### src/rtl/ifm_pkg.sv
// Constants, types and register map of the input fault monitor
// ---------------------------------------------------------------------
// What this block does
// - Two independent fault outputs, one per input.
// - Audio faults need full fault duration first.
// - Fault drops within release delay, default one second.
// - Auto mode lets faults drive switch-over.
// - Programmable fault duration per input.
// - Enables for video loss, freeze, black.
// - Four audio group loss enables.
// - Four audio pair over-level enables.
// - Four audio pair silence enables.
// - Four audio pair phase reversal enables.
// - Four audio pair mono enables.
// - Enable for invalid video fault.
// - Enables for sync loss, sync error.
// - Enables for minimum and maximum bit rate.
// - Enables for null packets, continuity errors.
// - Enables for three PID checks.
// - Enable for missing PAT table.
// - Duration 1..255 frames, default 30, 50 ms.
// - OR or AND combination, OR default.
// - Video loss unqualified; invalid video own duration.
// ---------------------------------------------------------------------
package ifm_pkg;

  // -------------------------------------------------------------------
  // Timing
  // -------------------------------------------------------------------
  localparam int CLK_MHZ        = 250;
  localparam int UNIT_TIME_MS   = 50;
  localparam int UNIT_CYCLES    = UNIT_TIME_MS * CLK_MHZ * 1000;
  localparam int RELEASE_TIME_MS = 1000;
  localparam logic [7:0] RELEASE_RST =
    8'(RELEASE_TIME_MS / UNIT_TIME_MS);
  localparam logic [7:0] HOLD_RST   = 8'h1E;
  localparam logic [7:0] VHOLD_RST  = 8'h1E;
  localparam logic [7:0] CNT_MAX    = 8'hFF;

  // -------------------------------------------------------------------
  // Condition bit positions
  // -------------------------------------------------------------------
  localparam int NCOND        = 34;
  localparam int C_VLOSS      = 0;
  localparam int C_VFREEZE    = 1;
  localparam int C_VBLACK     = 2;
  localparam int C_VINVALID   = 3;
  localparam int C_AUD_FIRST  = 4;
  localparam int NAUD         = 20;
  localparam int C_GRP_LOSS   = 4;
  localparam int C_PAIR_OVER  = 8;
  localparam int C_PAIR_SIL   = 12;
  localparam int C_PAIR_PHASE = 16;
  localparam int C_PAIR_MONO  = 20;
  localparam int C_TS_SLOSS   = 24;
  localparam int C_TS_SERR    = 25;
  localparam int C_TS_MINRATE = 26;
  localparam int C_TS_MAXRATE = 27;
  localparam int C_TS_NULL    = 28;
  localparam int C_TS_CC      = 29;
  localparam int C_TS_MINPID  = 30;
  localparam int C_TS_PIDCNT  = 31;
  localparam int C_TS_PIDLIST = 32;
  localparam int C_TS_NOPAT   = 33;

  // -------------------------------------------------------------------
  // Register map (byte addresses)
  // -------------------------------------------------------------------
  localparam logic [7:0] A_CTRL    = 8'h00;
  localparam logic [7:0] A_STATUS  = 8'h04;
  localparam logic [7:0] A_IN_BASE = 8'h10;
  localparam logic [7:0] A_IN_STEP = 8'h10;
  localparam logic [7:0] A_EN_LO   = 8'h00;
  localparam logic [7:0] A_EN_HI   = 8'h04;
  localparam logic [7:0] A_TIME    = 8'h08;

  // CTRL fields
  localparam int F_SWITCH_MODE_SELECT   = 0;
  localparam int F_MANSEL = 1;
  localparam int F_ASI    = 2;
  // TIME fields
  localparam int F_HOLD   = 0;
  localparam int F_VHOLD  = 8;
  localparam int F_REL    = 16;
  localparam int F_LOGIC  = 24;

  // -------------------------------------------------------------------
  // Types
  // -------------------------------------------------------------------
  typedef enum logic [0:0] {
    IFM_COMB_OR  = 1'b0,
    IFM_COMB_AND = 1'b1
  } ifm_comb_t;

  typedef enum logic [0:0] {
    IFM_SW_MANUAL = 1'b0,
    IFM_SW_AUTO   = 1'b1
  } ifm_swmode_t;

  typedef struct packed {
    logic        psel;
    logic        penable;
    logic        pwrite;
    logic [7:0]  paddr;
    logic [31:0] pwdata;
  } ifm_apb_req_t;

  typedef struct packed {
    logic [NCOND-1:0] enable;
    logic [7:0]       hold;
    logic [7:0]       vhold;
    logic [7:0]       release_units;
    ifm_comb_t        comb;
  } ifm_cfg_t;

endpackage

### src/rtl/ifm_qual.sv
// Per-input condition qualifier, combiner and release timer
module ifm_qual (
  // Clock and reset
  input  wire logic                     i_core_clk,
  input  wire logic                     i_nrst,
  // Conditions and setup
  input  wire logic [ifm_pkg::NCOND-1:0] i_cond,
  input  wire ifm_pkg::ifm_cfg_t        i_cfg,
  // Time bases
  input  wire logic                     i_dur_tick,
  input  wire logic                     i_rel_tick,
  // Result
  output logic                          o_fault
);

  typedef struct packed {
    logic [ifm_pkg::NAUD:0][7:0] cnt;   // Audio counters plus invalid video
    logic [7:0]                  rel;
    logic                        fault;
  } ifm_qual_st_t;

  ifm_qual_st_t st;
  ifm_qual_st_t next_st;
  logic [ifm_pkg::NCOND-1:0] qual;
  logic [ifm_pkg::NCOND-1:0] item;
  logic                      raw;

  // Persistence counters, qualified items and fault release
  always_comb begin
    next_st = st;
    qual    = i_cond;                    // Unqualified items pass straight
    for (int k = 0; k <= ifm_pkg::NAUD; k++) begin
      logic       c;
      logic [7:0] lim;
      c   = (k == ifm_pkg::NAUD) ? i_cond[ifm_pkg::C_VINVALID]
                                 : i_cond[ifm_pkg::C_AUD_FIRST + k];
      lim = (k == ifm_pkg::NAUD) ? i_cfg.vhold : i_cfg.hold;
      if (!c) begin
        next_st.cnt[k] = 8'h00;
      end else if (i_dur_tick && st.cnt[k] != ifm_pkg::CNT_MAX) begin
        next_st.cnt[k] = st.cnt[k] + 8'h01;
      end
      if (k == ifm_pkg::NAUD) begin
        qual[ifm_pkg::C_VINVALID] = c && (st.cnt[k] >= lim);
      end else begin
        qual[ifm_pkg::C_AUD_FIRST + k] = c && (st.cnt[k] >= lim);
      end
    end
    item = qual & i_cfg.enable;
    if (i_cfg.comb == ifm_pkg::IFM_COMB_AND) begin
      raw = (item == i_cfg.enable) && (|i_cfg.enable);
    end else begin
      raw = |item;
    end
    if (raw) begin
      next_st.fault = 1'b1;
      next_st.rel   = 8'h00;
    end else if (st.fault) begin
      if (st.rel >= i_cfg.release_units) begin
        next_st.fault = 1'b0;
      end else if (i_rel_tick) begin
        next_st.rel = st.rel + 8'h01;
      end
    end
  end

  // State register
  always_ff @(posedge i_core_clk) begin
    if (!i_nrst) begin
      st <= '0;
    end else begin
      st <= next_st;
    end
  end

  assign o_fault = st.fault;

endmodule

### src/rtl/ifm_top.sv
// Input fault monitor top: APB registers, time base, auto switch
module ifm_top #(
  parameter int UNIT_CYCLES = ifm_pkg::UNIT_CYCLES
) (
  // Clock and reset
  input  wire logic                      i_core_clk,
  input  wire logic                      i_nrst,
  // APB slave
  input  wire ifm_pkg::ifm_apb_req_t     i_apb,
  output logic [31:0]                    o_prdata,
  output logic                           o_pready,
  output logic                           o_pslverr,
  // Condition detectors, one vector per input
  input  wire logic [ifm_pkg::NCOND-1:0] i_in1_cond,
  input  wire logic [ifm_pkg::NCOND-1:0] i_in2_cond,
  // Frame pulse from video timing
  input  wire logic                      i_frame_pulse,
  // Router side
  output logic                           o_in1_fault,
  output logic                           o_in2_fault,
  output logic                           o_route_sel
);

  // -------------------------------------------------------------------
  // State
  // -------------------------------------------------------------------
  typedef struct packed {
    ifm_pkg::ifm_cfg_t    cfg1;
    ifm_pkg::ifm_cfg_t    cfg2;
    ifm_pkg::ifm_swmode_t switch_mode_select;
    logic                 mansel;
    logic                 asi;
    logic [31:0]          unit_cnt;
    logic                 unit_tick;
    logic                 route;
    logic [31:0]          prdata;
  } ifm_top_st_t;

  ifm_top_st_t st;
  ifm_top_st_t next_st;
  logic        f1;
  logic        f2;
  logic        dur_tick;
  logic        acc;
  logic        wr;
  logic        hit;
  logic [31:0] rd;

  // -------------------------------------------------------------------
  // Address decode helpers
  // -------------------------------------------------------------------
  function automatic logic [7:0] in_addr(input int n, input logic [7:0] off);
    in_addr = 8'(ifm_pkg::A_IN_BASE + 8'(n) * ifm_pkg::A_IN_STEP + off);
  endfunction

  function automatic logic [31:0] time_word(input ifm_pkg::ifm_cfg_t c);
    time_word = '0;
    time_word[ifm_pkg::F_HOLD  +: 8] = c.hold;
    time_word[ifm_pkg::F_VHOLD +: 8] = c.vhold;
    time_word[ifm_pkg::F_REL   +: 8] = c.release_units;
    time_word[ifm_pkg::F_LOGIC]      = c.comb;
  endfunction

  function automatic ifm_pkg::ifm_cfg_t cfg_reset();
    cfg_reset               = '0;          // All enables off
    cfg_reset.hold          = ifm_pkg::HOLD_RST;
    cfg_reset.vhold         = ifm_pkg::VHOLD_RST;
    cfg_reset.release_units = ifm_pkg::RELEASE_RST;
    cfg_reset.comb          = ifm_pkg::IFM_COMB_OR;
  endfunction

  // Write one input's setup registers
  function automatic ifm_pkg::ifm_cfg_t cfg_write(
    input ifm_pkg::ifm_cfg_t c,
    input int                n,
    input logic [7:0]        a,
    input logic [31:0]       d
  );
    cfg_write = c;
    if (a == in_addr(n, ifm_pkg::A_EN_LO)) begin
      cfg_write.enable[31:0] = d;
    end else if (a == in_addr(n, ifm_pkg::A_EN_HI)) begin
      cfg_write.enable[ifm_pkg::NCOND-1:32] = d[ifm_pkg::NCOND-33:0];
    end else if (a == in_addr(n, ifm_pkg::A_TIME)) begin
      cfg_write.hold          = d[ifm_pkg::F_HOLD  +: 8];
      cfg_write.vhold         = d[ifm_pkg::F_VHOLD +: 8];
      cfg_write.release_units = d[ifm_pkg::F_REL   +: 8];
      cfg_write.comb = ifm_pkg::ifm_comb_t'(d[ifm_pkg::F_LOGIC]);
    end
  endfunction

  // Read one input's setup registers
  function automatic logic [31:0] cfg_read(
    input ifm_pkg::ifm_cfg_t c,
    input int                n,
    input logic [7:0]        a
  );
    cfg_read = '0;
    if (a == in_addr(n, ifm_pkg::A_EN_LO)) begin
      cfg_read = c.enable[31:0];
    end else if (a == in_addr(n, ifm_pkg::A_EN_HI)) begin
      cfg_read[ifm_pkg::NCOND-33:0] = c.enable[ifm_pkg::NCOND-1:32];
    end else if (a == in_addr(n, ifm_pkg::A_TIME)) begin
      cfg_read = time_word(c);
    end
  endfunction

  function automatic logic is_in_reg(input int n, input logic [7:0] a);
    is_in_reg = (a == in_addr(n, ifm_pkg::A_EN_LO)) ||
                (a == in_addr(n, ifm_pkg::A_EN_HI)) ||
                (a == in_addr(n, ifm_pkg::A_TIME));
  endfunction

  // -------------------------------------------------------------------
  // APB decode
  // -------------------------------------------------------------------
  assign acc = i_apb.psel && i_apb.penable;
  assign wr  = acc && i_apb.pwrite;
  assign hit = (i_apb.paddr == ifm_pkg::A_CTRL) ||
               (i_apb.paddr == ifm_pkg::A_STATUS) ||
               is_in_reg(0, i_apb.paddr) || is_in_reg(1, i_apb.paddr);

  // Read mux
  always_comb begin
    rd = '0;
    if (i_apb.paddr == ifm_pkg::A_CTRL) begin
      rd[ifm_pkg::F_SWITCH_MODE_SELECT]   = st.switch_mode_select;
      rd[ifm_pkg::F_MANSEL] = st.mansel;
      rd[ifm_pkg::F_ASI]    = st.asi;
    end else if (i_apb.paddr == ifm_pkg::A_STATUS) begin
      rd[0] = f1;
      rd[1] = f2;
      rd[2] = st.route;
    end else begin
      rd = cfg_read(st.cfg1, 0, i_apb.paddr) |
           cfg_read(st.cfg2, 1, i_apb.paddr);
    end
  end

  // -------------------------------------------------------------------
  // Next state
  // -------------------------------------------------------------------
  always_comb begin
    next_st = st;
    // Register writes and read data capture
    if (wr && hit) begin
      if (i_apb.paddr == ifm_pkg::A_CTRL) begin
        next_st.switch_mode_select =
          ifm_pkg::ifm_swmode_t'(i_apb.pwdata[ifm_pkg::F_SWITCH_MODE_SELECT]);
        next_st.mansel = i_apb.pwdata[ifm_pkg::F_MANSEL];
        next_st.asi    = i_apb.pwdata[ifm_pkg::F_ASI];
      end
      next_st.cfg1 = cfg_write(st.cfg1, 0, i_apb.paddr, i_apb.pwdata);
      next_st.cfg2 = cfg_write(st.cfg2, 1, i_apb.paddr, i_apb.pwdata);
    end
    if (i_apb.psel && !i_apb.penable && !i_apb.pwrite) begin
      next_st.prdata = rd;
    end
    // 50 ms unit tick
    next_st.unit_tick = 1'b0;
    if (st.unit_cnt >= 32'(UNIT_CYCLES - 1)) begin
      next_st.unit_cnt  = '0;
      next_st.unit_tick = 1'b1;
    end else begin
      next_st.unit_cnt = st.unit_cnt + 32'h0000_0001;
    end
    // Route selection
    if (st.switch_mode_select == ifm_pkg::IFM_SW_AUTO) begin
      if (!st.route && f1 && !f2) begin
        next_st.route = 1'b1;
      end else if (st.route && f2 && !f1) begin
        next_st.route = 1'b0;
      end
    end else begin
      next_st.route = st.mansel;
    end
  end

  // State register
  always_ff @(posedge i_core_clk) begin
    if (!i_nrst) begin
      st      <= '0;
      st.cfg1 <= cfg_reset();
      st.cfg2 <= cfg_reset();
    end else begin
      st <= next_st;
    end
  end

  // -------------------------------------------------------------------
  // Per-input fault monitors
  // -------------------------------------------------------------------
  // Duration unit: frames in video mode, 50 ms in ASI mode
  assign dur_tick = st.asi ? st.unit_tick : i_frame_pulse;

  ifm_qual u_in1 (
    .i_core_clk (i_core_clk),
    .i_nrst     (i_nrst),
    .i_cond     (i_in1_cond),
    .i_cfg      (st.cfg1),
    .i_dur_tick (dur_tick),
    .i_rel_tick (st.unit_tick),
    .o_fault    (f1)
  );

  ifm_qual u_in2 (
    .i_core_clk (i_core_clk),
    .i_nrst     (i_nrst),
    .i_cond     (i_in2_cond),
    .i_cfg      (st.cfg2),
    .i_dur_tick (dur_tick),
    .i_rel_tick (st.unit_tick),
    .o_fault    (f2)
  );

  // -------------------------------------------------------------------
  // Outputs
  // -------------------------------------------------------------------
  assign o_prdata    = st.prdata;
  assign o_pready    = 1'b1;
  assign o_pslverr   = acc && !hit;
  assign o_in1_fault = f1;
  assign o_in2_fault = f2;
  assign o_route_sel = st.route;

endmodule

### config.mk
export PLATFORM = sky130hd
export DESIGN_NAME = ifm_top
export DESIGN_NICKNAME = d
export VERILOG_FILES = /design/src/rtl/ifm_pkg.sv /design/src/rtl/ifm_qual.sv /design/src/rtl/ifm_top.sv
export SDC_FILE = /design/constraint.sdc
export NUM_CORES = 2
export LEC_CHECK = 0
export ABC_CLOCK_PERIOD_IN_PS = 4320
export BUFFER_PORTS_ARGS = -buffer_cell sky130_fd_sc_hd__buf_2
export CAP_MARGIN = 20
export CORE_MARGIN = 2
export CORE_UTILIZATION = 35
export DETAILED_ROUTE_END_ITERATION = 10
export PLACE_DENSITY = 0.56
export SLEW_MARGIN = 20
export SYNTH_ARGS = -nofsm -noshare
export SYNTH_HDL_FRONTEND = slang
export SYNTH_SLANG_ARGS = --single-unit
### constraint.sdc
create_clock -name i_core_clk -period 4.32 [get_ports i_core_clk]
set_clock_uncertainty 0.15 [all_clocks]
set_input_delay 0.648 -clock i_core_clk [delete_from_list [all_inputs] [get_ports i_core_clk]]
set_output_delay 0.648 -clock i_core_clk [all_outputs]
set_load 0.1 [all_outputs]
### After elaboration in Yosys (flattened, before gate mapping)

Index checks and enable logic that the tools add are counted.

* order comparisons: 45
* muxes and demuxes: 29
* equality and inequality tests: 52
* reduce and logical (&&, ||, !) cells: 168
* add/sub/neg operators: 45
* bitwise gates (word level): 10

Operator list (number)
* 8-bit by 1-bit adder with 8-bit output (second input constant): 44
* 8-bit greater-or-equal comparator: 44
* 8-bit != test (second input constant): 42
* 32-bit two-way mux: 6
* 34-bit OR reduction: 4
* 1-bit logical AND: 96
* 2-bit AND reduction: 45
* 34-bit bitwise AND: 2
* 34-bit == test: 2
* 29-bit two-way mux: 2
* 25-bit two-way mux: 2
* 32-bit by 1-bit adder with 32-bit output (second input constant): 1
* 32-bit by 24-bit greater-or-equal comparator with 1-bit output (second input constant): 1
* 32-bit bitwise OR: 1
* 30-bit two-way mux: 1
* 8-bit by 5-bit == test with 1-bit output (second input constant): 3
* 8-bit by 6-bit == test with 1-bit output (second input constant): 3
* 23-bit two-way mux: 1
* 1-bit two-way mux: 13
* 3-bit AND reduction: 4
* 8-bit by 3-bit == test with 1-bit output (second input constant): 1
* 8-bit zero test: 1
* 4-bit AND reduction: 2
* 1-bit logical OR: 7
* other kinds (6): 21

* logic and storage cells: 414
* input port bits: 114
* output and inout bits: 37
* register bits after elaboration: 541

### Logic depth before layout (Yosys ltp)

* depth after elaboration: 9
* gate-level depth with buffers: 11
* depth with buffers taken out: 10

### Hierarchy

Synthesis repeated with hierarchy kept, for this count alone.

* cells, all modules: 3754
* area total of the unflattened synthesis: 31861.8 sq um

Modules (own cells, without submodules)
* ifm_qual: cells each 1396, seq. area each 3543.4 sq um, times used 2, area each 11926.4 sq um
* ifm_top: cells each 962, seq. area each 3743.6 sq um, times used 1, area each 8008.9 sq um

### Worst setup path after synthesis

Ideal clock, no wire load.

* kind: flip-flop to flip-flop
* start: register st[86] (netlist name)
* end: register u_in2.st (netlist bit u_in2.o_fault)
* path buffers: 0
* data required time: 4050 ps
* stages on the path, launching flop included: 10
* clock period less this slack: 3167 ps
* setup slack: 1153 ps
* arrival: 2898 ps
* setup time: 120 ps
* cell sequence: dfxtp_1 > ha_1 > nand2b_1 > a2111oi_0 > nor4_1 > a21oi_1 > nor2b_1 > a2111oi_1 > a41oi_4 > o31a_1

* word-level cells in the longest chain between the ends: 7
* elaborated cells between the ends (all ways): 46
* those cells by class: 20 x order compare; 1 x eq/ne; 2 x mux; 1 x bitwise; 22 x reduce/logical

RTL lines
* from (decl): line ifm_top.sv:39 `ifm_top_st_t st;`
* from (signal assigned): line ifm_top.sv:186 `st <= next_st;`
* 8-bit greater-or-equal comparator: line ifm_qual.sv:46 `qual[ifm_pkg::C_AUD_FIRST + k] = c && (st.cnt[k] >= lim);`
* 1-bit logical AND: line ifm_qual.sv:46
* 34-bit bitwise AND *: line ifm_qual.sv:49 `item = qual & i_cfg.enable;`
* 34-bit == test: line ifm_qual.sv:51 `raw = (item == i_cfg.enable) && (|i_cfg.enable);`
* 1-bit logical AND: line ifm_qual.sv:51
* 1-bit two-way mux *: line ifm_qual.sv:50 `if (i_cfg.comb == ifm_pkg::IFM_COMB_AND) begin`
* 1-bit two-way mux *: line ifm_qual.sv:55 `if (raw) begin`
* to (signal assigned): line ifm_qual.sv:72 `st <= next_st;`
* to (decl): line ifm_qual.sv:22 `ifm_qual_st_t st;`

Mark *: on every way between the ends. The rest lies on a longest branch, timed or not.
A chain may end at the register's enable or synchronous reset.

### Worst setup path in the final report

* start: register st[147] (netlist name)
* end: register u_in1.st (netlist bit u_in1.o_fault)

* word-level cells in the longest chain between the ends: 7
* elaborated cells between the ends (all ways): 46
* those cells by class: 20 x order compare; 1 x eq/ne; 2 x mux; 1 x bitwise; 22 x reduce/logical

RTL lines (line)
* 8-bit greater-or-equal comparator: ifm_qual.sv:46
* 1-bit logical AND: ifm_qual.sv:46
* 34-bit bitwise AND *: ifm_qual.sv:49
* 34-bit == test: ifm_qual.sv:51
* 1-bit logical AND: ifm_qual.sv:51
* 1-bit two-way mux *: ifm_qual.sv:50
* 1-bit two-way mux *: ifm_qual.sv:55
* to (signal assigned): ifm_qual.sv:72
* to (decl): ifm_qual.sv:22

Marked as above.

==> results.py <==
metrics = {
    "place": {
        "dp_hpwl_um": 75700,
        "place.gp.congestion": 0.890,
        "port_buffers": 149,
    },
    "sta": {
        "rsz0062_at_grt": "false",
        "worst_pin_slew_ps": 1050,
        "tns_ps": 0,
        "layout_min_cycle_time_ps": 3970,
        "setup-violations-final": 0,
        "hold_viol": 0,
        "finalMaxSlewViolations": 0,
        "fin_crit_sh_pct": 91.9,
        "slew_headroom_pct": 29.7,
        "fmax_mhz": 252,
    },
    "layout": {
        "fin_util_pct": 40.4,
        "final_nets": 4485,
        "layout_common_cells": "dfxtp_1, nand2_1, nor2_1",
        "syn_to_final_growth_pct": 13.9,
        "final_common_cell": "dfxtp_1",
        "drive_above_1_share_pct": 8.50,
    },
    "setup_path": {
        "crit_required_ps": 4710,
        "worstPathArrival_ps": 4360,
        "path_delay_family": "compound AO/OA/AOI/OAI gates",
        "start_kind": "flip-flop",
        "crit_chain": "inv_1 -> ha_1 -> a211oi_1 -> a2111oi_0 -> o21ai_0 -> o22ai_1 -> a2111oi_2 -> a41oi_2 -> o31a_1",
        "critPathSlowestCell": "inv_1",
        "critPathKind": "reg -> reg",
        "cp-end-kind": "flip-flop",
        "cpPeakStageDelay_ps": 590,
        "worst-path-max-fanout": 15,
        "critPathBufInv": 1,
    },
    "synth": {
        "synth_area_leader_cell": "dfxtp_1",
        "synth_flop_cell": "dfxtp_1",
        "ys_async_sr_fraction_pct": 0,
        "synth.distinct_cells": 70,
        "synth-edff-count": 0,
        "ys_ff_latch": 541,
        "synth_area_leaders": "dfxtp_1, ha_1, nand2_1",
        "yosysWarnings": 0,
        "seq_area_frac_synth_pct": 34.4,
        "avgSynthCellArea_um2": 8.25,
        "synth_cells": 3815,
        "netlist_area_um2": 31500,
        "synth_top_area_share_pct": 34.4,
    },
    "routing": {
        "drcViolationCount": 0,
        "ant_nets": 0,
        "totalWireLength_um": 102000,
        "first_iter_violations": 2301,
        "avgRoutedWirePerCell_um": 19.6,
        "num_vias": 28200,
        "drtPass1Iterations": 6,
        "vias_per_cell": 5.43,
    },
    "hold_path": {
        "min_path_type": "in -> reg",
    },
    "job": {
        "maxCapViolations": 0,
    },
    "grt": {
        "grt_max_degree": 89,
        "grt_pass1_vias": 26400,
        "antenna_found_initial": 13,
        "grt_usage_pct": 21.5,
        "grt_pass1_wl_um": 157000,
        "gr-total-overflow": 0,
    },
    "clock_network": {
        "cts.path.max_buffers": 3,
        "cts.sinks": 541,
        "worstSkewPairLatency_ps": 660,
        "clk_pin_slew_ps": 60,
        "ctsResizeCount": 0,
        "cts_hold_buf": 0,
        "clockRootBuffer": "clkbuf_16",
        "htreeDepth": 2,
        "cts_tree": "built",
        "cts_setup_buffers": 0,
        "cts_made_buffers": 61,
    },
    "floorplan": {
        "boundaryPins": 151,
        "core_um2": 88800,
        "rows": 109,
        "initial_utilization_pct": 35.5,
        "die_h_um": 304,
        "die_w_um": 304,
        "dieArea_um2": 92300,
    },
    "run_status": {
        "status": "completed",
    },
    "power": {
        "peakVddDrop_v": 0.000311,
        "pwr_density_cell_nw_per_um2": 314,
        "leakagePower_nw": 13.8,
    },
}
## report_power, final
group	switching, mW	internal, mW
clock	2.27	3.46
sequential	0.0353	5.02
combinational	0.329	0.139
total	2.63	8.62
## metrics by stage
stage          hold slack, ps  setup WS (ps)  instances  total power, mW  instance area, µm²
3_5_place_dp              304            488       5076             5.63               33600
2_1_floorplan             280           1150       3822             5.41               31500
4_1_cts                  69.1            458       5187             11.4               35900
5_1_grt                  97.1            201       5188             11.6               35900
6_report                  106            349       5189             11.3               35900
3_3_place_gp              299            520       5076             5.63               33600
## cell families after synthesis
logic type / after synthesis / synth area share [%]
XOR/XNOR: 233 / 6.48
adder cells (fa/ha/maj): 397 / 15.8
buffers and inverters: 316 / 4.23
AND/OR/NAND/NOR: 1524 / 22.3
AO/OA/AOI/OAI: 756 / 15.3
multiplexers: 46 / 1.47
flip-flops: 541 / 34.4
other: 2 / 0.0239
## final timing paths
check                               start             to  slack, ps  cells past startpoint
worst max-delay path              st[147]  u_in1.o_fault        350                      9
worst min-delay path            i_apb[29]        st[182]        110                      3
worst max register to register    st[147]  u_in1.o_fault        350                      9
worst min register to register     st[34]         st[34]        320                      1
## per-layer routing
layer / vias up / global-route usage [%] / routed length, µm
met5: - / 0 / 108
met4: 18 / 7.69 / 3780
met3: 206 / 4.36 / 7130
met2: 828 / 33.2 / 43600
met1: 13200 / 29.6 / 47200
li1: 14000 / - / -
## worst reg2reg max path, delay by kind of cell (launching register included)
| kind | cells | cell delay (ps) |
|---|---|---|
| DFF | 1 | 310 |
| adders and majority gates | 1 | 380 |
| AOI/OAI and AO/OA | 7 | 2420 |
| buffers and inverters | 1 | 590 |
## cell type report
cell class / instances / area, µm²
clock inverter: 33 / 487
inverter: 204 / 768
antenna: 2 / 5.00
multi-input combinational: 2965 / 19400
timing repair buffer: 201 / 1190
tap: 1165 / 1460
fill: 9025 / 52900
sequential: 541 / 10800
clock buffer: 78 / 1720
## synthesized netlist by cell type, drive strengths merged (7+ instances only)
cell type	n
a2111oi	36
a221oi	13
clkbuf	70
a22oi	18
nor2b	12
nor2	420
a31oi	45
a211oi	18
nand2	529
xor2	140
a222oi	25
xnor2	93
nor4	49
buf	42
mux2i	45
nor3b	7
a311oi	9
o21ai	126
o22ai	23
o2111ai	8
o211ai	38
and4	7
nand2b	34
a32oi	7
nor4b	8
or3	71
ha	397
a21oi	318
a211o	11
a21o	15
nor3	120
nand4	124
inv	204
nand3	97
o21a	17
and3	32
dfxtp	541
## registers in the layout, indices dropped and copies added, names as in the netlist
| name | flops |
|---|---|
| u_in2.o_fault | 1 |
| u_in1.st | 176 |
| u_in2.st | 176 |
| o_prdata | 32 |
| u_in1.o_fault | 1 |
| o_route_sel | 1 |
| st | 154 |
Power figures use the tool's default switching activity.
